## src/include/trr_pkg.sv

```systemverilog
/*
 * shared constants for the temperature reading register bank:
 * register offsets, field positions, reset values and reading formats.
 * assumes a byte-wide register port driven by a serial management front end.
 */
package trr_pkg;

    // ----------------------------------------------------------------
    // register offsets
    // ----------------------------------------------------------------
    localparam logic [7:0] OFS_LOCAL_TEMP = 8'h00;
    localparam logic [7:0] OFS_REMOTE_SIGNED_UPPER = 8'h01;
    localparam logic [7:0] OFS_LOCAL_HIGH_LIMIT = 8'h05;
    localparam logic [7:0] OFS_REMOTE_SIGNED_LOWER = 8'h10;
    localparam logic [7:0] OFS_REMOTE_UNSIGNED_UPPER = 8'h31;
    localparam logic [7:0] OFS_REMOTE_UNSIGNED_LOWER = 8'h32;

    // ----------------------------------------------------------------
    // reset values
    // ----------------------------------------------------------------
    localparam logic [7:0] LOCAL_HIGH_LIMIT_RST = 8'h46;
    localparam logic [7:0] READING_RST = 8'h00;

    // ----------------------------------------------------------------
    // reading format: 13-bit remote value, 8 integer and 5 fraction bits
    // ----------------------------------------------------------------
    localparam int REMOTE_W = 13;
    localparam int FRAC_W = 5;
    localparam int EXT_W = 2;
    localparam int LOWER_POS = 3;
    // signed reading above 127.875: non-negative and above 0x7F.111 00
    localparam logic [12:0] SIGNED_EXT_LIMIT = 13'h0FFC;
    localparam logic [1:0] EXT_SATURATED = 2'h3;

endpackage

```

## src/rtl/trr_lower_format.sv

```systemverilog
/*
 * builds one remote lower byte from the five fraction bits of a reading.
 * assumes the reading and mode inputs are on the same clock as the caller.
 */
`timescale 1ns/10ps
module trr_lower_format (
    input wire logic [4:0] frac_in,
    input wire logic filter_on_in,
    input wire logic ext_res_in,
    input wire logic signed_fmt_in,
    input wire logic over_limit_in,
    output logic [7:0] byte_out
);

    // choose the two extended bits by filter, resolution and format
    logic [1:0] ext_bits;
    always_comb begin
        ext_bits = 2'h0;
        if (signed_fmt_in) begin
            if (filter_on_in && ext_res_in) begin
                ext_bits = frac_in[1:0];
            end else if (!filter_on_in && ext_res_in && over_limit_in) begin
                ext_bits = trr_pkg::EXT_SATURATED;
            end
        end else if (filter_on_in) begin
            ext_bits = frac_in[1:0];
        end
    end

    // fractions in 7:5, extended bits in 4:3, unused bits read zero
    assign byte_out = {frac_in[4:2], ext_bits, 3'h0};

endmodule

```

## src/rtl/trr_temp_regs.sv

```systemverilog
/*
 * temperature reading register bank: local reading, local high limit,
 * signed and unsigned remote readings split into upper and lower bytes.
 * register map, byte offsets:
 *   0x00 local reading, read only
 *   0x01 signed remote upper byte, read only, captures its lower byte
 *   0x05 local high limit, read and write
 *   0x10 signed remote lower byte, read only, value held by 0x01
 *   0x31 unsigned remote upper byte, read only, captures its lower byte
 *   0x32 unsigned remote lower byte, read only, value held by 0x31
 *   other offsets read zero and ignore writes
 * assumes a byte-wide register port from a serial management front end,
 * with one-cycle read and write strobes and the answer a cycle later,
 * and readings supplied by a measurement engine on the same clock.
 */
// How it works
// - local reading shown as 8-bit signed integer degrees
// - local high limit read/write, signed degrees, resets to 0x46
// - signed upper byte holds top eight bits of signed remote reading
// - signed lower byte bits 7:5 weigh half, quarter, eighth degree
// - filter off: low reading bits 00, or 11 above 127.875 if extended
// - lower byte bits 2:0 always read zero
// - unsigned upper byte holds top eight bits, bit 7 weighs 128
// - unsigned lower fractions; low bits 00 unfiltered, fine when filtered
`timescale 1ns/10ps
module trr_temp_regs (
    input wire logic clk_in,
    input wire logic rst_n_in,
    input wire logic [7:0] addr_in,
    input wire logic wr_en_in,
    input wire logic rd_en_in,
    input wire logic [7:0] wr_data_in,
    input wire logic [7:0] local_temp_in,
    input wire logic [12:0] remote_signed_in,
    input wire logic [12:0] remote_unsigned_in,
    input wire logic filter_on_in,
    input wire logic extended_resolution_enable_in,
    output logic [7:0] rd_data_out,
    output logic rd_valid_out,
    output logic [7:0] local_high_limit_out
);

    // ----------------------------------------------------------------
    // register select
    // ----------------------------------------------------------------
    // one code per mapped register, plus none for every unmapped offset
    typedef enum logic [2:0] {
        SEL_NONE,
        SEL_LOCAL_TEMP,
        SEL_LOCAL_HIGH_LIMIT,
        SEL_SIGNED_UPPER,
        SEL_SIGNED_LOWER,
        SEL_UNSIGNED_UPPER,
        SEL_UNSIGNED_LOWER
    } trr_sel_t;

    // ----------------------------------------------------------------
    // helper functions
    // ----------------------------------------------------------------
    // map an offset to its register; shared by the write and read paths
    function automatic trr_sel_t decode_sel(input logic [7:0] addr);
        trr_sel_t sel;
        unique case (addr)
            trr_pkg::OFS_LOCAL_TEMP: begin
                sel = SEL_LOCAL_TEMP;
            end
            trr_pkg::OFS_LOCAL_HIGH_LIMIT: begin
                sel = SEL_LOCAL_HIGH_LIMIT;
            end
            trr_pkg::OFS_REMOTE_SIGNED_UPPER: begin
                sel = SEL_SIGNED_UPPER;
            end
            trr_pkg::OFS_REMOTE_SIGNED_LOWER: begin
                sel = SEL_SIGNED_LOWER;
            end
            trr_pkg::OFS_REMOTE_UNSIGNED_UPPER: begin
                sel = SEL_UNSIGNED_UPPER;
            end
            trr_pkg::OFS_REMOTE_UNSIGNED_LOWER: begin
                sel = SEL_UNSIGNED_LOWER;
            end
            default: begin
                sel = SEL_NONE; // unmapped offsets
            end
        endcase
        return sel;
    endfunction

    // integer byte of a reading: its top eight bits, in both formats
    function automatic logic [7:0] upper_byte(input logic [12:0] reading);
        return reading[12:5];
    endfunction

    // signed reading past the top of its range: non-negative, above 127.875
    function automatic logic signed_beyond(input logic [12:0] reading);
        return !reading[12] && (reading > trr_pkg::SIGNED_EXT_LIMIT);
    endfunction

    // ----------------------------------------------------------------
    // elaboration checks
    // ----------------------------------------------------------------
    // the slices below assume eight integer bits over five fraction bits
    if (trr_pkg::REMOTE_W != 8 + trr_pkg::FRAC_W) begin : g_bad_remote_w
        $error("remote reading must be eight integer bits plus fraction");
    end
    // the extended pair sits just below the three coarse fraction bits
    if (trr_pkg::FRAC_W != 3 + trr_pkg::EXT_W) begin : g_bad_frac_w
        $error("fraction must be three coarse bits plus the extended pair");
    end
    // the three unused bits of each lower byte sit under the fraction
    if (trr_pkg::LOWER_POS != 8 - trr_pkg::FRAC_W) begin : g_bad_lower_pos
        $error("lower byte fraction must start above three unused bits");
    end

    // ----------------------------------------------------------------
    // decode and live lower bytes
    // ----------------------------------------------------------------
    trr_sel_t addr_sel;
    logic wr_limit;
    logic rd_signed_upper;
    logic rd_unsigned_upper;
    logic signed_over;
    logic [7:0] signed_lower_live;
    logic [7:0] unsigned_lower_live;

    // one decode serves both strobes; a read and a write may share a cycle
    assign addr_sel = decode_sel(addr_in);
    assign wr_limit = wr_en_in && (addr_sel == SEL_LOCAL_HIGH_LIMIT);
    assign rd_signed_upper = rd_en_in && (addr_sel == SEL_SIGNED_UPPER);
    assign rd_unsigned_upper = rd_en_in && (addr_sel == SEL_UNSIGNED_UPPER);

    // saturation flag feeds the extended bits of the signed lower byte
    assign signed_over = signed_beyond(remote_signed_in);

    // live lower byte of the signed reading
    trr_lower_format u_signed_lower (
        .frac_in(remote_signed_in[4:0]),
        .filter_on_in(filter_on_in),
        .ext_res_in(extended_resolution_enable_in),
        .signed_fmt_in(1'b1),
        .over_limit_in(signed_over),
        .byte_out(signed_lower_live)
    );

    // live lower byte of the unsigned reading
    trr_lower_format u_unsigned_lower (
        .frac_in(remote_unsigned_in[4:0]),
        .filter_on_in(filter_on_in),
        .ext_res_in(extended_resolution_enable_in),
        .signed_fmt_in(1'b0),
        .over_limit_in(1'b0),
        .byte_out(unsigned_lower_live)
    );

    // ----------------------------------------------------------------
    // local high limit
    // ----------------------------------------------------------------
    logic [7:0] local_high_limit_r;
    logic [7:0] local_high_limit_nxt;

    // only a write to the limit offset changes it; others are ignored
    always_comb begin
        local_high_limit_nxt = local_high_limit_r;
        if (wr_limit) begin
            local_high_limit_nxt = wr_data_in;
        end
    end

    // limit register, back at its power-on value after reset
    always_ff @(posedge clk_in or negedge rst_n_in) begin
        if (!rst_n_in) begin
            local_high_limit_r <= trr_pkg::LOCAL_HIGH_LIMIT_RST;
        end else begin
            local_high_limit_r <= local_high_limit_nxt;
        end
    end

    // ----------------------------------------------------------------
    // signed lower byte capture
    // ----------------------------------------------------------------
    logic [7:0] signed_lower_r;
    logic [7:0] signed_lower_nxt;

    // an upper read freezes its lower byte, so a later lower read
    // belongs to the same sample even if the reading moved meanwhile
    always_comb begin
        signed_lower_nxt = signed_lower_r;
        if (rd_signed_upper) begin
            signed_lower_nxt = signed_lower_live;
        end
    end

    // captured byte reads zero until the first upper read after reset
    always_ff @(posedge clk_in or negedge rst_n_in) begin
        if (!rst_n_in) begin
            signed_lower_r <= trr_pkg::READING_RST;
        end else begin
            signed_lower_r <= signed_lower_nxt;
        end
    end

    // ----------------------------------------------------------------
    // unsigned lower byte capture
    // ----------------------------------------------------------------
    logic [7:0] unsigned_lower_r;
    logic [7:0] unsigned_lower_nxt;

    // same freeze for the unsigned pair, keyed on its own upper offset
    always_comb begin
        unsigned_lower_nxt = unsigned_lower_r;
        if (rd_unsigned_upper) begin
            unsigned_lower_nxt = unsigned_lower_live;
        end
    end

    // captured byte reads zero until the first upper read after reset
    always_ff @(posedge clk_in or negedge rst_n_in) begin
        if (!rst_n_in) begin
            unsigned_lower_r <= trr_pkg::READING_RST;
        end else begin
            unsigned_lower_r <= unsigned_lower_nxt;
        end
    end

    // ----------------------------------------------------------------
    // read data
    // ----------------------------------------------------------------
    logic [7:0] rd_data_r;
    logic [7:0] rd_data_nxt;

    // read mux; the data holds between reads for a slow front end
    always_comb begin
        rd_data_nxt = rd_data_r;
        if (rd_en_in) begin
            unique case (addr_sel)
                SEL_NONE: begin
                    rd_data_nxt = 8'h00; // unmapped reads zero
                end
                SEL_LOCAL_TEMP: begin
                    rd_data_nxt = local_temp_in;
                end
                SEL_LOCAL_HIGH_LIMIT: begin
                    rd_data_nxt = local_high_limit_r;
                end
                SEL_SIGNED_UPPER: begin
                    rd_data_nxt = upper_byte(remote_signed_in);
                end
                SEL_SIGNED_LOWER: begin
                    rd_data_nxt = signed_lower_r;
                end
                SEL_UNSIGNED_UPPER: begin
                    rd_data_nxt = upper_byte(remote_unsigned_in);
                end
                SEL_UNSIGNED_LOWER: begin
                    rd_data_nxt = unsigned_lower_r;
                end
                default: begin
                    rd_data_nxt = 8'h00; // eighth code is never decoded
                end
            endcase
        end
    end

    // read data register, zero out of reset
    always_ff @(posedge clk_in or negedge rst_n_in) begin
        if (!rst_n_in) begin
            rd_data_r <= trr_pkg::READING_RST;
        end else begin
            rd_data_r <= rd_data_nxt;
        end
    end

    // ----------------------------------------------------------------
    // read answer
    // ----------------------------------------------------------------
    logic rd_valid_r;
    logic rd_valid_nxt;

    // every read is answered exactly one cycle later, mapped or not
    always_comb begin
        rd_valid_nxt = rd_en_in;
    end

    // one-cycle answer pulse, low out of reset
    always_ff @(posedge clk_in or negedge rst_n_in) begin
        if (!rst_n_in) begin
            rd_valid_r <= 1'b0;
        end else begin
            rd_valid_r <= rd_valid_nxt;
        end
    end

    // ----------------------------------------------------------------
    // outputs
    // ----------------------------------------------------------------
    // every output comes straight from its register
    assign rd_data_out = rd_data_r;
    assign rd_valid_out = rd_valid_r;
    assign local_high_limit_out = local_high_limit_r;

endmodule

```

## config.mk

```make
export PLATFORM = sky130hd
export DESIGN_NAME = trr_temp_regs
export DESIGN_NICKNAME = d
export VERILOG_FILES = /design/src/include/trr_pkg.sv /design/src/rtl/trr_lower_format.sv /design/src/rtl/trr_temp_regs.sv
export SDC_FILE = /design/constraint.sdc
export NUM_CORES = 1
export LEC_CHECK = 0
export BUFFER_PORTS_ARGS = -buffer_cell sky130_fd_sc_hd__buf_2
export CAP_MARGIN = 20
export CELL_PAD_IN_SITES_DETAIL_PLACEMENT = 2
export CELL_PAD_IN_SITES_GLOBAL_PLACEMENT = 2
export CORE_MARGIN = 4
export CORE_UTILIZATION = 27
export DETAILED_ROUTE_END_ITERATION = 10
export PLACE_DENSITY = 0.88
export SYNTH_ARGS = -nofsm -noshare
export SYNTH_HDL_FRONTEND = slang
export SYNTH_HIERARCHICAL = 1
export SYNTH_SLANG_ARGS = --single-unit
```

## constraint.sdc

```tcl
create_clock -name clk_in -period 1.2 [get_ports clk_in]
set_clock_uncertainty 0.05 [all_clocks]
set_input_delay 0.12 -clock clk_in [delete_from_list [all_inputs] [get_ports clk_in]]
set_output_delay 0.12 -clock clk_in [all_outputs]
set_load 0.02 [all_outputs]
```

==> results.md <==
* Clock Latency Late Sink at 0.29 ns
* Setup Slack @ Placement at -0.804 ns
* Inserted Clock Buffers at 5
* Instance count on the critical path at 6
* Routed wire length at 9650 um
* Final Slew Violations at 0
* WL/cell at 25.6 um
* Post-synthesis cell count at 172
* Yosys reg bits at 33
* Seq pwr share at 41.1%
* Clock slew at reported path FFs at 0.09 ns
* Worst path bufs/invs at 2
* Failing checks: negative setup slack
* Share of cells above drive strength 1 at 60.1%
* RSZ-0062 raised after global routing: yes
* Fill cells at 732
* # DRC at 0
* CTS tree: built
* Yosys cell types at 37
* Slowest stage cell, crit path: or4_4
* Seq/Total Area, Yosys at 43.6%
* Setup tns final at -8.43 ns
* CTS root buffer: clkbuf_8
* Largest net degree at the start of global routing at 34
* PwrDens at 983 nW/um2
* Final setup fails at 33
* Multi-input logic area at 1150 um2
* Maximum root-to-sink buffer count at 2
* N_diodes at 0
* Leakage at 0.00144 uW
* Placed wire-length estimate at 6230 um
* First drt pass iteration count at 4
* CP arrival at 1.69 ns
* Delay-heaviest family, CP: simple AND/OR/NAND/NOR gates
* Number of H-tree levels at 2
* Critical Path RT at 1.33 ns
* Total number of vias at 1988
* Clk pwr share at 39.4%
* CP startpoint kind: input pin
* VDD IR-drop max at 0.000388 V
* Worst Setup SP: addr_in[7]
* Die ar. at 8450 um2
* Clock Sinks at 33
* Number of global-route vias before repair at 2360
* Die height at 91.9 um
* Max FO, Critical Path at 9
* Worst reg2reg setup slack at -0.27 ns
* Total track usage at 22.9%
* Syn Area/Cell at 11.1 um2
* RR Startpoint: signed_lower_r[1]$_DFFE_PN0P_
* Core ar. at 6830 um2
* Most Frequent Cell on Critical Path: buf_6
* Critical path endpoint: rd_data_out[1]$_DFFE_PN0P_
* Register area at 830 um2
* Initial antenna violation count at 0
* Buffers on Ports at 72
* YS warnings at 6
* Max cap viols at 0
* Maximum clock frequency at 0.642 GHz
* Fin. Hold Viols at 0
* Post-route ant nets at 0
* First-pass GRT wire length at 14400 um
* Period utilization at 130%
* Congestion Overflow GR at 0
* FF-to-FF path depth at 3
* Crit Path Class: input pin to register
* Hold Crit Class: input pin to register
* Outcome: complete, but fails checks
* Final nets at 336
* Num ports at 73
* Area grow syn2layout at 56.8%
* Worst path cell trace: buf_6, or4_4, nor4_4, buf_6, a22oi_1, a311oi_2
* Die Wd at 91.9 um
* Net Switching at 832 uW
* Worst-margin pin slew at 0.672 ns
* Worst setup margin at -0.358 ns
* Int Power at 2100 uW
* Starting Density at 27.8%
* Initial DRC count at 93
* Worst setup EP type: register
* CP max stage delay at 0.57 ns
* Comb power frac at 19.5%
* Post-Synthesis Cell Area at 1900 um2
* Tmin final at 1.56 ns
* Via density at 5.27
* FP Rows at 30
* End of the worst register-to-register path: rd_data_out[1]$_DFFE_PN0P_
* Switch share at 28.4%
* Worst relative slew slack at 54.9%
* Gp weighted congestion at 0.799
metrics by stage:
step	std cells	hold WS [ns]	utilization [%]	area (um2)	total power, uW
after global routing	377	0.00835	43.7	2980	3020
after detailed placement	362	0.0403	38.2	2610	1700
final	377	0.0114	43.7	2980	2930
after floorplan	179	-0.226	-	1990	1410
after global placement	362	0.0384	38.2	2610	1660
after CTS	376	0.00183	42.8	2920	2860
cells by family after synthesis:
| logic type | after synthesis | share of synthesized area (%) |
|---|---|---|
| other | 4 | 0.789 |
| multiplexers | 27 | 15.8 |
| AO/OA/AOI/OAI | 39 | 16.1 |
| buffers and inverters | 20 | 6.38 |
| AND/OR/NAND/NOR | 49 | 17.4 |
| flip-flops | 33 | 43.6 |
power groups by stage:
stage	combinational (uW)	sequential (uW)	clock, uW
3_5_place_dp	474	1220	0
6_report	571	1210	1160
5_1_grt	606	1210	1210
4_1_cts	527	1200	1130
3_3_place_gp	446	1210	0
2_1_floorplan	162	1250	0
Yosys cell counts, drive strengths merged:
master | count | area [um2]
dfrtp | 30 | 751
mux2 | 24 | 270
buf | 13 | 95.1
and4 | 10 | 87.6
nor2 | 10 | 37.5
nand2 | 8 | 32.5
a211oi | 6 | 45.0
clkbuf | 6 | 22.5
a22o | 5 | 43.8
a22oi | 5 | 37.5
a311oi | 5 | 43.8
nor4 | 5 | 52.6
o21ai | 5 | 25.0
a221oi | 4 | 35.0
conb | 4 | 15.0
a32oi | 3 | 26.3
dfstp | 3 | 78.8
mux2i | 3 | 30.0
nand4b | 3 | 26.3
nor3 | 3 | 15.0
o31ai | 3 | 22.5
and3 | 2 | 12.5
nor2b | 2 | 27.5
a21boi | 1 | 7.51
and2 | 1 | 6.26
inv | 1 | 3.75
nand3 | 1 | 5.00
nand4 | 1 | 6.26
nor3b | 1 | 7.51
o2111a | 1 | 11.3
o211ai | 1 | 7.51
or3 | 1 | 6.26
or4 | 1 | 7.51
area by class of cell:
class / count / area share [%]
clock buffer: 7 / 2.89
multi-input combinational: 126 / 38.7
timing repair buffer: 113 / 25.5
clock inverter: 1 / 1.01
inverter: 1 / 0.126
sequential: 33 / 27.8
tap: 96 / 4.03
flip-flops by register name (all words and copies together), names as in the netlist:
register and flops:
unsigned_lower_r 8, signed_lower_r 8, rd_data_out 8, local_high_limit_out 8
rd_valid_out 1
placed cells by master (no fill, tap or decap), types with 2 or more instances in the layout:
cell type and count:
a211oi_1 5, a221oi_1 4, a22o_1 5, a22oi_1 3, a22oi_2 2, a311oi_2 4
a32oi_1 3, and3_1 2, and4_1 8, buf_12 2, buf_2 66, buf_4 31
buf_6 13, clkbuf_8 6, conb_1 11, dfrtp_1 30, dfstp_2 3, mux2_2 22
mux2_4 2, mux2i_1 3, nand2_1 5, nand2_8 3, nand4b_1 3, nor2_1 10
nor2b_4 2, nor3_4 3, nor4_1 2, nor4_4 3, o21ai_0 4, o31ai_1 2
layer usage:
layer  part of all wire, %  GRT usage [%]
met3                   5.1           5.25
met5                     0              0
met4                   3.4           10.1
met1                    38           23.6
met2                    54           43.5
what timing repair did:
action                                  in CTS  in global routing
pin swaps                                    8                  5
endpoints found under the hold margin       33                  0
buffers inserted                             5                  3
endpoints found under the setup margin      33                 35
gates resized for setup                     31                 13
hold buffers                                 1                  0
worst register-to-register path, delay by kind of cell (launching register included):
kind | cells | cell delay [ns]
AOI/OAI and AO/OA | 3 | 0.87
DFF | 1 | 0.40
worst min path at each step:
stage | startpoint | end | slack, ns | cells after the start
detailed placement | rst_n_in | local_high_limit_out[4]$_DFFE_PN0P_ | 0.04 | 2
CTS | wr_data_in[2] | local_high_limit_out[2]$_DFFE_PN1P_ | 0.002 | 2
floorplan | rst_n_in | local_high_limit_out[0]$_DFFE_PN0P_ | -0.23 | 0
global route | wr_data_in[2] | local_high_limit_out[2]$_DFFE_PN1P_ | 0.008 | 2
finish | wr_data_in[2] | local_high_limit_out[2]$_DFFE_PN1P_ | 0.01 | 2
global placement | rst_n_in | local_high_limit_out[0]$_DFFE_PN0P_ | 0.04 | 2
No activity file was read; power rests on OpenSTA's default activity.
